File: config.mk
export PLATFORM = sky130hd
export DESIGN_NAME = io_port_data_path
export DESIGN_NICKNAME = d
export VERILOG_FILES = /design/src/common/io_port_pkg.sv /design/src/rtl/input_macrocell_bank.sv /design/src/rtl/io_pin_slice.sv /design/src/rtl/io_port_data_path.sv
export SDC_FILE = /design/constraint.sdc
export NUM_CORES = 1
export LEC_CHECK = 0
export BUFFER_PORTS_ARGS = -buffer_cell sky130_fd_sc_hd__buf_2
export CAP_MARGIN = 5
export CORE_UTILIZATION = 35
export DETAILED_ROUTE_END_ITERATION = 12
export PLACE_DENSITY_LB_ADDON = 0.3
export SYNTH_ARGS = -nofsm -noshare
export SYNTH_HDL_FRONTEND = slang
export SYNTH_SLANG_ARGS = --single-unit
File: constraint.sdc
create_clock -name core_clk -period 1.64 [get_ports core_clk]
set_clock_uncertainty 0.05 [all_clocks]
set_input_delay 0.164 -clock core_clk [delete_from_list [all_inputs] [get_ports core_clk]]
set_output_delay 0.164 -clock core_clk [all_outputs]
set_load 0.05 [all_outputs]
File: src/common/io_port_pkg.sv
package io_port_pkg;
	localparam int ADDR_W = 6;
	localparam logic [1:0] PORT_A = 2'h0;
	localparam logic [1:0] PORT_B = 2'h1;
	localparam logic [1:0] PORT_C = 2'h2;
	localparam logic [1:0] PORT_D = 2'h3;
	localparam logic [3:0] KIND_DATA_IN = 4'h0;
	localparam logic [3:0] KIND_DATA_OUT = 4'h1;
	localparam logic [3:0] KIND_DIRECTION = 4'h2;
	localparam logic [3:0] KIND_DRIVE = 4'h3;
	localparam logic [3:0] KIND_CONTROL = 4'h4;
	localparam logic [3:0] KIND_MCELL_OUT = 4'h5;
	localparam logic [3:0] KIND_LOAD_BLOCK = 4'h6;
	localparam logic [3:0] KIND_INPUT_LATCH = 4'h7;
	localparam logic [3:0] KIND_ENABLE = 4'h8;
	localparam logic [7:0] RESET_BYTE = 8'h00;
	localparam logic [7:0] ALL_BITS = 8'hff;
	localparam logic [7:0] PORT_D_BITS = 8'h06;
	localparam logic [7:0] PORT_C_MCELL_BITS = 8'h9c;
	localparam logic [7:0] SLEW_AB = 8'h0f;
	localparam logic [7:0] OPEN_DRAIN_AB = 8'hf0;
	localparam logic [7:0] OPEN_DRAIN_C = 8'hff;
	localparam logic [7:0] SLEW_D = 8'h06;
	localparam logic [7:0] NO_BITS = 8'h00;
endpackage : io_port_pkg

File: src/rtl/input_macrocell_bank.sv
`timescale 1ns/1ps
module input_macrocell_bank #(
	parameter logic [7:0] VALID = 8'hff
) (
	// clock and reset
	input wire logic core_clk,
	input wire logic resetn,
	input wire logic ce,
	// capture
	input wire logic latch_en,
	input wire logic [7:0] pins,
	// latched value to array and readback
	output logic [7:0] q_r
);
	logic [7:0] q_nxt;
	always_comb begin
		q_nxt = q_r;
		if (latch_en) begin
			q_nxt = pins & VALID;
		end
	end
	always_ff @(posedge core_clk) begin
		if (!resetn) begin
			q_r <= io_port_pkg::RESET_BYTE;
		end else if (ce) begin
			q_r <= q_nxt;
		end
	end
endmodule : input_macrocell_bank

File: src/rtl/io_pin_slice.sv
`timescale 1ns/1ps
module io_pin_slice #(
	parameter logic [7:0] VALID = 8'hff,
	parameter logic [7:0] SLEW_MASK = 8'h00,
	parameter logic [7:0] OD_MASK = 8'h00
) (
	// configuration and data
	input wire logic [7:0] dir,
	input wire logic [7:0] oe_term,
	input wire logic [7:0] out_val,
	input wire logic [7:0] drive,
	// resolved pin controls
	output logic [7:0] oe_eff,
	output logic [7:0] pin_o,
	output logic [7:0] pin_oe,
	output logic [7:0] slew_fast
);
	logic [7:0] od;
	assign od = drive & OD_MASK;
	assign oe_eff = (dir | oe_term) & VALID;
	assign pin_o = out_val & ~od & VALID;
	assign pin_oe = oe_eff & ~(od & out_val);
	assign slew_fast = drive & SLEW_MASK & VALID;
endmodule : io_pin_slice

File: src/rtl/io_port_data_path.sv
`timescale 1ns/1ps
module io_port_data_path (
	// clock, reset, enable
	input wire logic core_clk,
	input wire logic resetn,
	input wire logic ce,
	// processor register access
	input wire logic bus_sel,
	input wire logic [5:0] bus_addr,
	input wire logic bus_wr,
	input wire logic bus_rd,
	input wire logic [7:0] bus_wdata,
	output logic [7:0] bus_rdata_r,
	// processor address latch
	input wire logic addr_strobe,
	input wire logic [7:0] bus_addr_low,
	// logic array terms
	input wire logic [7:0] oe_term_a,
	input wire logic [7:0] oe_term_b,
	input wire logic [7:0] oe_term_c,
	input wire logic [7:0] oe_term_d,
	input wire logic [7:0] array_out_sel_a,
	input wire logic [7:0] array_out_sel_b,
	input wire logic [7:0] array_out_sel_c,
	input wire logic mcell_clk_en,
	input wire logic [7:0] first_macrocell_group_d,
	input wire logic [7:0] second_macrocell_group_d,
	input wire logic first_group_on_b,
	input wire logic second_group_on_c,
	input wire logic input_latch_en,
	input wire logic [1:0] chip_select_term,
	input wire logic [1:0] chip_select_active_high,
	input wire logic [1:0] chip_select_en,
	input wire logic module_select_mode,
	// logic array feeds
	output logic [7:0] first_macrocell_group_r,
	output logic [7:0] second_macrocell_group_r,
	output logic [7:0] input_macrocell_a_r,
	output logic [7:0] input_macrocell_b_r,
	output logic [7:0] input_macrocell_c_r,
	output logic [7:0] array_in_d_r,
	output logic mem_enable_r,
	// pins
	input wire logic [7:0] pin_a_i,
	input wire logic [7:0] pin_b_i,
	input wire logic [7:0] pin_c_i,
	input wire logic [7:0] pin_d_i,
	output logic [7:0] pin_a_o_r,
	output logic [7:0] pin_b_o_r,
	output logic [7:0] pin_c_o_r,
	output logic [7:0] pin_d_o_r,
	output logic [7:0] pin_a_oe_r,
	output logic [7:0] pin_b_oe_r,
	output logic [7:0] pin_c_oe_r,
	output logic [7:0] pin_d_oe_r,
	output logic [7:0] slew_a_r,
	output logic [7:0] slew_b_r,
	output logic [7:0] slew_d_r
);
	logic [3:0][7:0] data_out_r, data_out_nxt;
	logic [3:0][7:0] dir_r, dir_nxt;
	logic [3:0][7:0] drive_r, drive_nxt;
	logic [1:0][7:0] ctrl_r, ctrl_nxt;
	logic [2:0][7:0] mask_r, mask_nxt;
	logic [7:0] addr_latch_r, addr_latch_nxt;
	logic [7:0] first_nxt, second_nxt;
	logic [7:0] rdata_nxt;
	logic mem_enable_nxt;
	logic [3:0][7:0] oe_eff, pin_o, pin_oe, slew, out_val;
	logic [7:0] mc_a, mc_b, mc_c;
	logic [7:0] cs_bits;
	logic [3:0] acc_kind;
	logic [1:0] acc_port;
	logic blocked, wr_ok, rd_ok;

	// register decode inside the control window
	assign acc_kind = bus_addr[5:2];
	assign acc_port = bus_addr[1:0];
	assign blocked = module_select_mode & pin_d_i[2];
	assign wr_ok = bus_sel & bus_wr & ~blocked;
	assign rd_ok = bus_sel & bus_rd & ~blocked;

	function automatic logic [7:0] port_bits(input logic [1:0] p);
		port_bits = (p == io_port_pkg::PORT_D) ? io_port_pkg::PORT_D_BITS : io_port_pkg::ALL_BITS;
	endfunction : port_bits

	// macrocell view per port
	assign mc_a = first_group_on_b ? io_port_pkg::NO_BITS : first_macrocell_group_r;
	assign mc_b = first_group_on_b ? first_macrocell_group_r
		: (second_group_on_c ? io_port_pkg::NO_BITS : second_macrocell_group_r);
	assign mc_c = second_group_on_c ? (second_macrocell_group_r & io_port_pkg::PORT_C_MCELL_BITS)
		: io_port_pkg::NO_BITS;
	assign cs_bits = {5'h00, chip_select_term ~^ chip_select_active_high, 1'b0};

	function automatic logic cs_bits_sel(input int i);
		cs_bits_sel = (i == 1) ? chip_select_en[0] : ((i == 2) ? chip_select_en[1] : 1'b0);
	endfunction : cs_bits_sel

	// pin value selection
	always_comb begin
		for (int i = 0; i < 8; i++) begin
			out_val[0][i] = ctrl_r[0][i] ? addr_latch_r[i]
				: (array_out_sel_a[i] ? mc_a[i] : data_out_r[0][i]);
			out_val[1][i] = ctrl_r[1][i] ? addr_latch_r[i]
				: (array_out_sel_b[i] ? mc_b[i] : data_out_r[1][i]);
			out_val[2][i] = (array_out_sel_c[i] & io_port_pkg::PORT_C_MCELL_BITS[i]) ? mc_c[i]
				: data_out_r[2][i];
			out_val[3][i] = (io_port_pkg::PORT_D_BITS[i] & cs_bits_sel(i)) ? cs_bits[i]
				: data_out_r[3][i];
		end
	end

	io_pin_slice #(.VALID(io_port_pkg::ALL_BITS), .SLEW_MASK(io_port_pkg::SLEW_AB),
		.OD_MASK(io_port_pkg::OPEN_DRAIN_AB)) slice_a (
		.dir(dir_r[0]), .oe_term(oe_term_a), .out_val(out_val[0]), .drive(drive_r[0]),
		.oe_eff(oe_eff[0]), .pin_o(pin_o[0]), .pin_oe(pin_oe[0]), .slew_fast(slew[0]));
	io_pin_slice #(.VALID(io_port_pkg::ALL_BITS), .SLEW_MASK(io_port_pkg::SLEW_AB),
		.OD_MASK(io_port_pkg::OPEN_DRAIN_AB)) slice_b (
		.dir(dir_r[1]), .oe_term(oe_term_b), .out_val(out_val[1]), .drive(drive_r[1]),
		.oe_eff(oe_eff[1]), .pin_o(pin_o[1]), .pin_oe(pin_oe[1]), .slew_fast(slew[1]));
	io_pin_slice #(.VALID(io_port_pkg::ALL_BITS), .SLEW_MASK(io_port_pkg::NO_BITS),
		.OD_MASK(io_port_pkg::OPEN_DRAIN_C)) slice_c (
		.dir(dir_r[2]), .oe_term(oe_term_c), .out_val(out_val[2]), .drive(drive_r[2]),
		.oe_eff(oe_eff[2]), .pin_o(pin_o[2]), .pin_oe(pin_oe[2]), .slew_fast(slew[2]));
	io_pin_slice #(.VALID(io_port_pkg::PORT_D_BITS), .SLEW_MASK(io_port_pkg::SLEW_D),
		.OD_MASK(io_port_pkg::NO_BITS)) slice_d (
		.dir(dir_r[3]), .oe_term(oe_term_d | {5'h00, chip_select_en, 1'b0}), .out_val(out_val[3]),
		.drive(drive_r[3]), .oe_eff(oe_eff[3]), .pin_o(pin_o[3]), .pin_oe(pin_oe[3]), .slew_fast(slew[3]));

	// input macrocells, ports A, B, C only
	input_macrocell_bank #(.VALID(io_port_pkg::ALL_BITS)) imc_a (
		.core_clk(core_clk), .resetn(resetn), .ce(ce), .latch_en(input_latch_en),
		.pins(pin_a_i), .q_r(input_macrocell_a_r));
	input_macrocell_bank #(.VALID(io_port_pkg::ALL_BITS)) imc_b (
		.core_clk(core_clk), .resetn(resetn), .ce(ce), .latch_en(input_latch_en),
		.pins(pin_b_i), .q_r(input_macrocell_b_r));
	input_macrocell_bank #(.VALID(io_port_pkg::PORT_C_MCELL_BITS)) imc_c (
		.core_clk(core_clk), .resetn(resetn), .ce(ce), .latch_en(input_latch_en),
		.pins(pin_c_i), .q_r(input_macrocell_c_r));

	// configuration and data registers
	always_comb begin
		data_out_nxt = data_out_r;
		dir_nxt = dir_r;
		drive_nxt = drive_r;
		ctrl_nxt = ctrl_r;
		mask_nxt = mask_r;
		addr_latch_nxt = addr_strobe ? bus_addr_low : addr_latch_r;
		if (wr_ok) begin
			unique case (acc_kind)
				io_port_pkg::KIND_DATA_OUT: data_out_nxt[acc_port] = bus_wdata & port_bits(acc_port);
				io_port_pkg::KIND_DIRECTION: dir_nxt[acc_port] = bus_wdata & port_bits(acc_port);
				io_port_pkg::KIND_DRIVE: drive_nxt[acc_port] = bus_wdata & port_bits(acc_port);
				io_port_pkg::KIND_CONTROL: begin
					if (acc_port == io_port_pkg::PORT_A || acc_port == io_port_pkg::PORT_B) begin
						ctrl_nxt[acc_port[0]] = bus_wdata;
					end
				end
				io_port_pkg::KIND_LOAD_BLOCK: begin
					if (acc_port != io_port_pkg::PORT_D) begin
						mask_nxt[acc_port] = bus_wdata;
					end
				end
				default: ;
			endcase
		end
	end

	always_ff @(posedge core_clk) begin
		if (!resetn) begin
			data_out_r <= '0;
			dir_r <= '0;
			drive_r <= '0;
			ctrl_r <= '0;
			mask_r <= '0;
			addr_latch_r <= io_port_pkg::RESET_BYTE;
		end else if (ce) begin
			data_out_r <= data_out_nxt;
			dir_r <= dir_nxt;
			drive_r <= drive_nxt;
			ctrl_r <= ctrl_nxt;
			mask_r <= mask_nxt;
			addr_latch_r <= addr_latch_nxt;
		end
	end

	// output macrocell flops: array clock, processor load unless blocked
	always_comb begin
		first_nxt = mcell_clk_en ? first_macrocell_group_d : first_macrocell_group_r;
		second_nxt = mcell_clk_en ? second_macrocell_group_d : second_macrocell_group_r;
		if (wr_ok && acc_kind == io_port_pkg::KIND_MCELL_OUT) begin
			if (acc_port == io_port_pkg::PORT_A && !first_group_on_b) begin
				first_nxt = (first_nxt & mask_r[0]) | (bus_wdata & ~mask_r[0]);
			end
			if (acc_port == io_port_pkg::PORT_B && first_group_on_b) begin
				first_nxt = (first_nxt & mask_r[1]) | (bus_wdata & ~mask_r[1]);
			end
			if (acc_port == io_port_pkg::PORT_B && !first_group_on_b && !second_group_on_c) begin
				second_nxt = (second_nxt & mask_r[1]) | (bus_wdata & ~mask_r[1]);
			end
			if (acc_port == io_port_pkg::PORT_C && second_group_on_c) begin
				second_nxt = (second_nxt & ~(~mask_r[2] & io_port_pkg::PORT_C_MCELL_BITS))
					| (bus_wdata & ~mask_r[2] & io_port_pkg::PORT_C_MCELL_BITS);
			end
		end
	end

	always_ff @(posedge core_clk) begin
		if (!resetn) begin
			first_macrocell_group_r <= io_port_pkg::RESET_BYTE;
			second_macrocell_group_r <= io_port_pkg::RESET_BYTE;
		end else if (ce) begin
			first_macrocell_group_r <= first_nxt;
			second_macrocell_group_r <= second_nxt;
		end
	end

	// read data and pin outputs
	always_comb begin
		rdata_nxt = io_port_pkg::RESET_BYTE;
		mem_enable_nxt = ~blocked;
		if (rd_ok) begin
			unique case (acc_kind)
				io_port_pkg::KIND_DATA_IN: begin
					unique case (acc_port)
						io_port_pkg::PORT_A: rdata_nxt = pin_a_i;
						io_port_pkg::PORT_B: rdata_nxt = pin_b_i;
						io_port_pkg::PORT_C: rdata_nxt = pin_c_i;
						io_port_pkg::PORT_D: rdata_nxt = pin_d_i & io_port_pkg::PORT_D_BITS;
					endcase
				end
				io_port_pkg::KIND_DATA_OUT: rdata_nxt = data_out_r[acc_port];
				io_port_pkg::KIND_DIRECTION: rdata_nxt = dir_r[acc_port];
				io_port_pkg::KIND_DRIVE: rdata_nxt = drive_r[acc_port];
				io_port_pkg::KIND_CONTROL: rdata_nxt = acc_port[1] ? io_port_pkg::NO_BITS : ctrl_r[acc_port[0]];
				io_port_pkg::KIND_MCELL_OUT: begin
					unique case (acc_port)
						io_port_pkg::PORT_A: rdata_nxt = mc_a;
						io_port_pkg::PORT_B: rdata_nxt = mc_b;
						io_port_pkg::PORT_C: rdata_nxt = mc_c;
						io_port_pkg::PORT_D: rdata_nxt = io_port_pkg::NO_BITS;
					endcase
				end
				io_port_pkg::KIND_LOAD_BLOCK: rdata_nxt = (acc_port == io_port_pkg::PORT_D) ? io_port_pkg::NO_BITS
					: mask_r[acc_port];
				io_port_pkg::KIND_INPUT_LATCH: begin
					unique case (acc_port)
						io_port_pkg::PORT_A: rdata_nxt = input_macrocell_a_r;
						io_port_pkg::PORT_B: rdata_nxt = input_macrocell_b_r;
						io_port_pkg::PORT_C: rdata_nxt = input_macrocell_c_r;
						io_port_pkg::PORT_D: rdata_nxt = io_port_pkg::NO_BITS;
					endcase
				end
				io_port_pkg::KIND_ENABLE: rdata_nxt = (acc_port == io_port_pkg::PORT_D) ? io_port_pkg::NO_BITS
					: oe_eff[acc_port];
				default: rdata_nxt = io_port_pkg::NO_BITS;
			endcase
		end
	end

	always_ff @(posedge core_clk) begin
		if (!resetn) begin
			bus_rdata_r <= io_port_pkg::RESET_BYTE;
			mem_enable_r <= 1'b1;
			array_in_d_r <= io_port_pkg::RESET_BYTE;
			{pin_a_o_r, pin_b_o_r, pin_c_o_r, pin_d_o_r} <= '0;
			{pin_a_oe_r, pin_b_oe_r, pin_c_oe_r, pin_d_oe_r} <= '0;
			{slew_a_r, slew_b_r, slew_d_r} <= '0;
		end else if (ce) begin
			bus_rdata_r <= rdata_nxt;
			mem_enable_r <= mem_enable_nxt;
			array_in_d_r <= pin_d_i & io_port_pkg::PORT_D_BITS;
			pin_a_o_r <= pin_o[0];
			pin_b_o_r <= pin_o[1];
			pin_c_o_r <= pin_o[2];
			pin_d_o_r <= pin_o[3];
			pin_a_oe_r <= pin_oe[0];
			pin_b_oe_r <= pin_oe[1];
			pin_c_oe_r <= pin_oe[2];
			pin_d_oe_r <= pin_oe[3];
			slew_a_r <= slew[0];
			slew_b_r <= slew[1];
			slew_d_r <= slew[3];
		end
	end
endmodule : io_port_data_path

### After elaboration in Yosys (flattened, before gate mapping)

Index checks and enable logic that the tools add are counted.

| storage, ports and cells | value |
|---|---|
| register bits after elaboration | 253 |
| bits in latches | 0 |
| bits in writable memories | 0 |
| memory bits (read-only) | 0 |
| input port bits | 144 |
| output and inout bits | 145 |
| word-level logic and storage cells | 198 |
| memories kept | 0 |

| operators by class | value |
|---|---|
| $add $sub $neg | 0 |
| $mul | 0 |
| divide/modulo/power cells | 0 |
| magnitude comparators | 4 |
| eq/ne operators | 12 |
| shift-type cells | 0 |
| muxes and demuxes | 82 |
| bitwise operators | 43 |
| reductions and logical operators | 20 |

Operators by type and width:

| cell | number |
|---|---|
| $mux 8 | 28 |
| $and 8x8->8 | 17 |
| $bwmux 32 | 3 |
| $pmux 8 s4 | 3 |
| $bmux 8 s2 | 5 |
| $not 8->8 | 10 |
| $pmux 8 s9 | 1 |
| $or 8x8->8 | 7 |
| $mux 1 | 38 |
| $bwmux 24 | 1 |
| $bwmux 16 | 1 |
| $demux 8 s2 | 1 |
| $eq 4x3->1 const B | 4 |
| $reduce_and 3->1 | 3 |
| $demux 8 s1 | 1 |
| $eq 4x2->1 const B | 2 |
| $logic_and 1x1->1 | 8 |
| $reduce_and 4->1 | 2 |
| $or 3x3->3 | 2 |
| $and 1x1->1 | 5 |
| $eq 2x2->1 const B | 2 |
| $eq 4x1->1 const B | 1 |
| $eq 4x4->1 const B | 1 |
| $logic_not 4->1 | 1 |
| other kinds (12) | 14 |

### Longest topological paths before layout

Gate-level depths: netlist of the first run.

| depth | value |
|---|---|
| depth in word-level cells | 9 |
| gate-level depth with buffers | 8 |
| depth with buffers taken out | 5 |

### Hierarchy

Synthesis of the first run repeated with hierarchy kept, for this count alone.

| unflattened totals | value |
|---|---|
| cells, all modules | 1660 |
| area, all modules | 14263.7 sq um |

By module, submodules not included:

| module | times used | cells an instance | area each (sq um) |
|---|---|---|---|
| io_port_data_path | 1 | 1429 | 12399.4 |
| input_macrocell_bank at imc_a ... | 2 | 38 | 359.1 |
| io_pin_slice at slice_a ... | 3 | 33 | 234.0 |
| io_pin_slice at slice_d | 1 | 33 | 241.5 |
| input_macrocell_bank at imc_c | 1 | 23 | 202.7 |

### Least setup slack after synthesis of the first run

OpenSTA, ideal clock, no wires.

| path | value |
|---|---|
| path type | register to register |
| from | register second_macrocell_group_r[4] |
| to | register pin_b_o_r[4] |
| setup time | 0.065 ns |
| arrival | 1.773 ns |
| slack | -0.248 ns |
| cell stages (with the launch flop) | 6 |
| path buffers | 0 |
| clock period less this slack | 1.888 ns |
| cells stage by stage | dfxtp_1 -> or3b_2 -> a311oi_1 -> a21oi_1 -> o31a_1 -> nor2_1 |

| between the ends | value |
|---|---|
| longest elaborated chain between the ends | 5 |

RTL lines:

| element | line | text |
|---|---|---|
| start: declaration | io_port_data_path.sv:37 | `output logic [7:0] second_macrocell_group_r,` |
| start signal: assignment | io_port_data_path.sv:211 | `second_macrocell_group_r <= io_port_pkg::RESET_BYTE;` |
| start signal: assignment | io_port_data_path.sv:214 | `second_macrocell_group_r <= second_nxt;` |
| $mux 8 | io_port_data_path.sv:90 | `: (second_group_on_c ? io_port_pkg::NO_BITS : second_macrocell_group_r);` |
| $mux 8 | io_port_data_path.sv:89 | `assign mc_b = first_group_on_b ? first_macrocell_group_r` |
| $mux 1 | io_port_data_path.sv:105 | `: (array_out_sel_b[i] ? mc_b[i] : data_out_r[1][i]);` |
| $mux 1 | io_port_data_path.sv:104 | `out_val[1][i] = ctrl_r[1][i] ? addr_latch_r[i]` |
| $and 8x8->8 | io_pin_slice.sv:21 | `assign pin_o = out_val & ~od & VALID;` |
| end signal: assignment | io_port_data_path.sv:274 | `pin_b_o_r <= pin_o[1];` |
| end: declaration | io_port_data_path.sv:49 | `output logic [7:0] pin_b_o_r,` |

No other way between the ends.
A chain may end at the register's enable or synchronous reset.

### Final worst setup path of the first run

| path | value |
|---|---|
| from | register data_out_r[13] (netlist name) |
| to | register bus_rdata_r[5] |

| between the ends | value |
|---|---|
| longest elaborated chain between the ends | 4 |

RTL lines:

| element | line | text |
|---|---|---|
| start: declaration | io_port_data_path.sv:60 | `logic [3:0][7:0] data_out_r, data_out_nxt;` |
| start signal: assignment | io_port_data_path.sv:178 | `data_out_r <= data_out_nxt;` |
| $bmux 8 s2 | io_port_data_path.sv:232 | `io_port_pkg::KIND_DATA_OUT: rdata_nxt = data_out_r[acc_port];` |
| $mux 8 (implied by the code) | io_port_data_path.sv:232 |  |
| $pmux 8 s9 | io_port_data_path.sv:223 | `unique case (acc_kind)` |
| $mux 8 | io_port_data_path.sv:222 | `if (rd_ok) begin` |
| end signal: assignment | io_port_data_path.sv:263 | `bus_rdata_r <= io_port_pkg::RESET_BYTE;` |
| end signal: assignment | io_port_data_path.sv:270 | `bus_rdata_r <= rdata_nxt;` |
| end: declaration | io_port_data_path.sv:13 | `output logic [7:0] bus_rdata_r,` |

No other way between the ends. The select of a mux whose other input is x is not followed.

==> reports/qor.yml, run 1 <==
global_route:
  global_route.overflow_total: 0
  first_global_vias: 12700
  grt_max_degree: 77
  total_routing_usage_gr_pct: 28.7
  wire_length_of_the_first_global_routing_pass_um: 78700
  antenna_found_initial: 1
finish:
  layout-drive-gt1-share_pct: 29.8
  final_core_util_pct: 49.9
  final-instance-count-excl-fill: 2435
  final_nets: 2100
  final_common_cell: "sky130_fd_sc_hd__dfxtp_1"
  area.growth.synth_to_final_pct: 38.7
  finish.instance_area_um2: 17400
  layout.cells.most_common_list: "245 x sky130_fd_sc_hd__dfxtp_1, 232 x sky130_fd_sc_hd__buf_2, 222 x sky130_fd_sc_hd__nand2_1, 209 x sky130_fd_sc_hd__buf_4, 191 x sky130_fd_sc_hd__a21oi_1"
logic_synthesis:
  avgSynthCellArea_um2: 8.30
  synth_area_leader_cell: "sky130_fd_sc_hd__dfxtp_1"
  synth_async_sr_flop_share_pct: 0
  synthesis.yosys.warnings: 0
  top_post_synthesis_cells_by_area: "sky130_fd_sc_hd__dfxtp_1 40%, sky130_fd_sc_hd__a21oi_1 7.8%, sky130_fd_sc_hd__nand2_1 6.6%, sky130_fd_sc_hd__mux2i_1 6.1%, sky130_fd_sc_hd__o21ai_0 5.7%"
  synth_enable_flop_cells: 0
  synth.ff_latch_count: 253
  synthesis.instances: 1511
  synth.cell_area_um2: 12500
  synth_cell_type_count: 74
  synthFlopType: "sky130_fd_sc_hd__dfxtp_1"
  ys_seq_area_share_pct: 40.4
  post-synth-top-area-fraction_pct: 40.4
pwr:
  vdd_drop_max_v: 0.000815
  totalPowerFinal_mw: 15.6
  cellPowerDensity_nw_per_um2: 895
  static-leakage-power_nw: 7.03
placed_design:
  place.gp.congestion: 0.957
  port-buffer-count: 236
  placed_area_um2: 15600
  post-place-cells: 2308
  dp_hpwl_um: 40700
status:
  violations: "setup timing"
  outcome: "finished with violations"
timing:
  period_share_pct: 102
  setup_violations: 2
  tightestPinTransition_ps: 594
  worst_slew_margin_rel_pct: 60.4
  setup_slack_ps: -35.9
  finalCriticalPeriod_ps: 1680
  final.hold.worst_slack_ps: 13.9
  endpoints_failing_hold: 0
  slew_viol_final: 0
  max_freq_ghz: 0.597
  rsz0062_at_grt: "true"
critical_path:
  cp_max_fo: 3
  setup.worst_path.class: "register to register"
  critical_path_required_ps: 2030
  cp-end-kind: "register"
  data_arrival_time_at_the_worst_slack_endpoint_ps: 2060
  crit_path_start_kind: "register"
hold_path:
  worst_hold_path_class: "input pin to register"
clock_tree:
  tritoncts: "done"
  cts_inserted_buffers: 29
  clk_lat_worst_skew_ps: 560
  clkSlewWorstSetupHoldPaths_ps: 70
  tritoncts_num_sinks: 253
  clock_tree.buffer_depth: 3
  cts_setup_buffers: 0
  htree_num_levels: 1
  cts.root.buffer_cell: "sky130_fd_sc_hd__clkbuf_16"
die:
  start_util_pct: 36.0
  core.rowCount: 68
  die-height_um: 191
  fp.dieW_um: 191
  floorplan.die_area_um2: 36600
  pin_count: 289
  core_area_um2: 34900
route:
  postRouteWirelength_um: 54200
  drt_pre_antenna_iters: 6
  vias: 13500
  wl_per_cell_um: 22.2
  drt.antenna.violating_nets: 0
  vias_per_cell: 5.55
  drc: 0
  drt_iter0_drc: 1224
job:
  max_capacitance_violation_total: 0
==> through the flow <==
step | setup slack [ps] | TNS (ps)
after floorplan | -16.9 | -23.4
after global placement | -331 | -27590
after detailed placement | -382 | -34270
after CTS | -29.9 | -29.9
after global routing | -96.5 | -188
final | -35.9 | -39.1
==> flip-flops by register name, summed over array words and instances (netlist names), 16 cells and up <==
| signal | count |
|---|---|
| data_out_r | 32 |
| dir_r | 32 |
| ctrl_r | 16 |
| drive_r | 32 |
| mask_r | 24 |
==> report_power, final <==
part           switching [mW]  leakage (nW)  internal (mW)
registers              0.0964          2.06           6.26
logic                    1.61          4.48          0.842
clock network            2.77         0.491           3.99
==> path summary, 6_finish.rpt <==
check / cells after the start / start / slack, ps / endpoint
worst max register to register: 4 / data_out_r[13] / -40 / bus_rdata_r[5]
worst max-delay path: 4 / data_out_r[13] / -40 / bus_rdata_r[5]
worst min register to register: 1 / drive_r[30] / 410 / drive_r[30]
worst min-delay path: 5 / first_macrocell_group_d[1] / 10 / first_macrocell_group_r[1]
==> synthesized netlist by cell type (all sizes together), types with 8 or more instances <==
master  instances
dfxtp         253
nand2         222
a21oi         195
o21ai         146
nor2          126
clkbuf         88
mux2i          76
buf            63
a211oi         29
nand3          28
nor2b          28
mux4           26
and2           21
a22oi          20
inv            16
nor3           13
o221ai         11
nor4b           8
o22a            8
==> kinds of logic after synthesis <==
| kind of cell | after synthesis | synth area share [%] |
|---|---|---|
| and+or+nand+nor | 491 | 18.5 |
| AOI/OAI and AO/OA | 487 | 23.0 |
| DFF | 253 | 40.4 |
| buffers and inverters | 168 | 6.62 |
| muxes | 108 | 11.3 |
| xor gates and xnor gates | 3 | 0.210 |
| other | 1 | 0.0299 |
==> routing by layer <==
metal / global-route usage [%] / part of all wire, % / wire length (µm)
met5: 0 / 0 / 0
met4: 10.3 / 3.7 / 2030
met3: 4.50 / 8.3 / 4510
met2: 45.3 / 45 / 24300
met1: 39.4 / 43 / 23300
==> worst max-delay path, cell delays in order, from the launching register on <==
cell                        delay (ps)
sky130_fd_sc_hd__dfxtp_4           360
sky130_fd_sc_hd__mux4_2            460
sky130_fd_sc_hd__a22o_1            240
sky130_fd_sc_hd__a2111oi_2         340
sky130_fd_sc_hd__a31oi_1           110
==> what timing repair did <==
item	4_1_cts	5_1_grt
endpoints found under the hold margin	74	0
setup endpoints to repair	7	15
pin swaps	5	10
hold buffers	72	0
resized for setup	13	20
cloned	0	0
==> layout make-up <==
type | instances | area [µm²]
antenna | 1 | 2.50
clock buffer | 38 | 820
clock inverter | 16 | 171
fill | 3366 | 17500
inverter | 17 | 68.8
multi-input combinational | 1125 | 6900
sequential | 253 | 5080
tap | 455 | 569
timing repair buffer | 530 | 3780
No activity file was read; power rests on OpenSTA's default activity.
==> run 2, diff against run 1 <==
--- a/config.mk
+++ b/config.mk
@@ -12,4 +12,5 @@
 export PLACE_DENSITY_LB_ADDON = 0.3
 export SYNTH_ARGS = -nofsm -noshare
 export SYNTH_HDL_FRONTEND = slang
+export SYNTH_HIERARCHICAL = 1
 export SYNTH_SLANG_ARGS = --single-unit
==> run 2 against run 1 <==
  * Register-to-register slack about the same
  * Sequential share of layout area up 0.66 points
  * Power up 11%
  * Die area up 13%
  * Global-route usage down 2.5 points
  * Worst hold slack better by 5.3 ps
  * Critical path type unchanged
  * Design area up 7.7%
  * Flip-flop and latch count up 26
  * The run still ends with setup timing left
  * Fmax up 0.23%
  * Setup slack better by 3.8 ps
  * Wire length up 1.7%
  * Cell count up 6.8%
  * Highest routed layer unchanged
==> reports/qor.yml, run 2 <==
status:
  outcome: "finished with violations"
  violations: "setup timing"
global_route:
  first_global_vias: 13300  # +4.9%
  met2_usage_pct: 42.4  # -2.9 points
  wire_length_of_the_first_global_routing_pass_um: 81700  # +3.7%
  grt_max_degree: 76  # -1.3%
  antenna_found_initial: 0  # -1
  use_met1_pct: 35.1  # -4.3 points
  grt_busiest_layer: "met2"
  total_routing_usage_gr_pct: 26.2  # -2.5 points
  global_route.overflow_total: 0  # unchanged
  globalRouteMet3Util_pct: 4.25  # -0.24 points
logic_synthesis:
  synth.cell_area_um2: 14200  # +13%
  synthesis.yosys.warnings: 6  # +6
  synthesis.instances: 1645  # +8.9%
  avgSynthCellArea_um2: 8.60  # +3.7%
pwr:
  p_seq_share_pct: 40.7  # -0.2 points
  cellPowerDensity_nw_per_um2: 925  # +3.4%
  power_frac_clock_pct: 44.4  # +1.0 points
  static-leakage-power_nw: 7.96  # +13%
  intPower_mw: 12.6  # +13%
  vdd_drop_max_v: 0.000612  # -25%
  total_switching_power_mw: 4.78  # +7.1%
  power_frac_comb_pct: 15.0  # -0.7 points
  power.share.switching_pct: 27.6  # -1.1 points
finish:
  final_nets: 2198  # +4.7%
  finish.instance_area_um2: 18700  # +7.7%
  antenna_cells: 0  # -1
  area.growth.synth_to_final_pct: 32.4
  layout_top_registers: "data_out_r (32), dir_r (32), drive_r (32)"
  final_common_cell: "sky130_fd_sc_hd__dfxtp_1"
  layout-drive-gt1-share_pct: 31.2  # +1.5 points
  layout.cells.most_common_list: "265 x sky130_fd_sc_hd__dfxtp_1, 260 x sky130_fd_sc_hd__buf_2, 207 x sky130_fd_sc_hd__buf_4, 199 x sky130_fd_sc_hd__nand2_1, 141 x sky130_fd_sc_hd__o21ai_0"
route:
  wl_per_cell_um: 21.2  # -4.8%
  drt.antenna.violating_nets: 0  # unchanged
  vias_per_cell: 5.37  # -3.2%
  drc: 0  # unchanged
  vias: 14000  # +3.5%
  drt_iter0_drc: 1453  # +19%
  drt_pre_antenna_iters: 5  # -1
  postRouteWirelength_um: 55100  # +1.7%
critical_path:
  data_arrival_time_at_the_worst_slack_endpoint_ps: 2030  # -30 ps
  cp_max_fo: 2  # -1
  setup.worst_path.class: "register to register"
  crit_path_start_kind: "register"
  critical_path_required_ps: 2000  # -30 ps
  cp-end-kind: "register"
die:
  floorplan.die_area_um2: 41200  # +13%
  core.rowCount: 73  # +7.4%
  start_util_pct: 35.5  # -0.41 points
  fp.dieW_um: 203  # +6.2%
  core_area_um2: 39800  # +14%
  pin_count: 289  # unchanged
  die-height_um: 203  # +6.2%
timing:
  setup-tns-final_ps: -32.1  # +7.01 ps
  tightestPinTransition_ps: 719  # +125 ps
  slew_viol_final: 0  # unchanged
  finalCriticalPeriod_ps: 1670  # -3.81 ps
  rsz0062_at_grt: "true"
  worst_slew_margin_rel_pct: 52.1  # -8.3 points
  endpoints_failing_hold: 0  # unchanged
  period_share_pct: 102  # -0.23 points
  max_freq_ghz: 0.598  # +0.23%
  setup_violations: 1  # -1
  setup_slack_ps: -32.1  # +3.81 ps
  final.hold.worst_slack_ps: 19.2  # +5.29 ps
clock_tree:
  clkSlewWorstSetupHoldPaths_ps: 60  # about the same
  cts_inserted_buffers: 34  # +17%
  tritoncts: "done"
  htree_num_levels: 2  # +1
  clk_lat_worst_skew_ps: 530  # -30 ps
  clock_tree.buffer_depth: 3  # unchanged
  tritoncts_num_sinks: 279  # +10%
  cts.root.buffer_cell: "sky130_fd_sc_hd__clkbuf_16"
  cts_setup_buffers: 0  # unchanged
placed_design:
  dp_hpwl_um: 42000  # +3.2%
  port-buffer-count: 262  # +11%
  placed_area_um2: 17000  # +9.4%
  place.gp.congestion: 0.973  # +1.6%
  pre_cts_ws_ps: -540  # -158 ps
hold_path:
  worst_hold_path_class: "input pin to register"
job:
  max_capacitance_violation_total: 0  # unchanged
run 2: cell types whose count changed in the layout (fill, tap and decap cells not counted), sizes merged, moves of 26 or more:
| cell | previous run | this run |
|---|---|---|
| mux2i | 76 | 136 |
| o21ai | 146 | 191 |
| dfxtp | 253 | 279 |
| or2 | 1 | 29 |
| buf | 457 | 484 |
| a21oi | 195 | 139 |
run 2: critical path: stages, from the launching register on:
cell                        delay [ps]
sky130_fd_sc_hd__dfxtp_1           330
sky130_fd_sc_hd__mux4_2            490
sky130_fd_sc_hd__a22o_1            260
sky130_fd_sc_hd__a2111oi_2         300
sky130_fd_sc_hd__a31oi_1           110
run 2: final timing paths:
path	start	end	slack [ps]	cells after the start
min	oe_term_c[4]	pin_c_oe_r[4]	20	4
max reg2reg	data_out_r[9]	bus_rdata_r[1]	-30	4
min reg2reg	drive_r[27]	drive_r[27]	410	1
max	data_out_r[9]	bus_rdata_r[1]	-30	4
run 2: final cells by class:
cell class,instances,area [µm²]
Clock buffer,47,991
Timing Repair Buffer,535,3690
Sequential cell,279,5600
Multi-Input combinational cell,1190,7600
Inverter,14,57.6
Clock inverter,11,138
Fill cell,3876,21100
Tap cell,525,657
run 2: per-layer routing:
metal | share of wire (%) | vias to the layer above | wire length (µm)
li1 | - | 6556 | -
met1 | 43 | 6664 | 23600
met2 | 46 | 637 | 25300
met3 | 7.8 | 112 | 4280
met4 | 3.5 | 0 | 1900
met5 | 0 | - | 0
run 2: what timing repair did:
| item | in CTS | in global routing |
|---|---|---|
| endpoints found under the hold margin | 54 | 0 |
| pin swaps | 5 | 7 |
| hold buffers | 51 | 0 |
| setup endpoints to repair | 15 | 16 |
| resized for setup | 18 | 18 |
run 2: stage by stage:
stage	instances	util, %	power, mW
6_report	2601	47.1	17.3
5_1_grt	2601	47.1	17.9
4_1_cts	2601	46.9	17.4
3_5_place_dp	2492	42.7	9.66
3_3_place_gp	2492	42.7	9.63
2_1_floorplan	1676	-	8.79
run 2: power by group through the flow:
stage          combinational [mW]  sequential, mW  clock [mW]
2_1_floorplan                1.11            7.68           0
3_3_place_gp                 2.44            7.20           0
3_5_place_dp                 2.46            7.20           0
4_1_cts                      2.57            7.05        7.83
5_1_grt                      2.73            7.07        8.13
6_report                     2.59            7.05        7.70
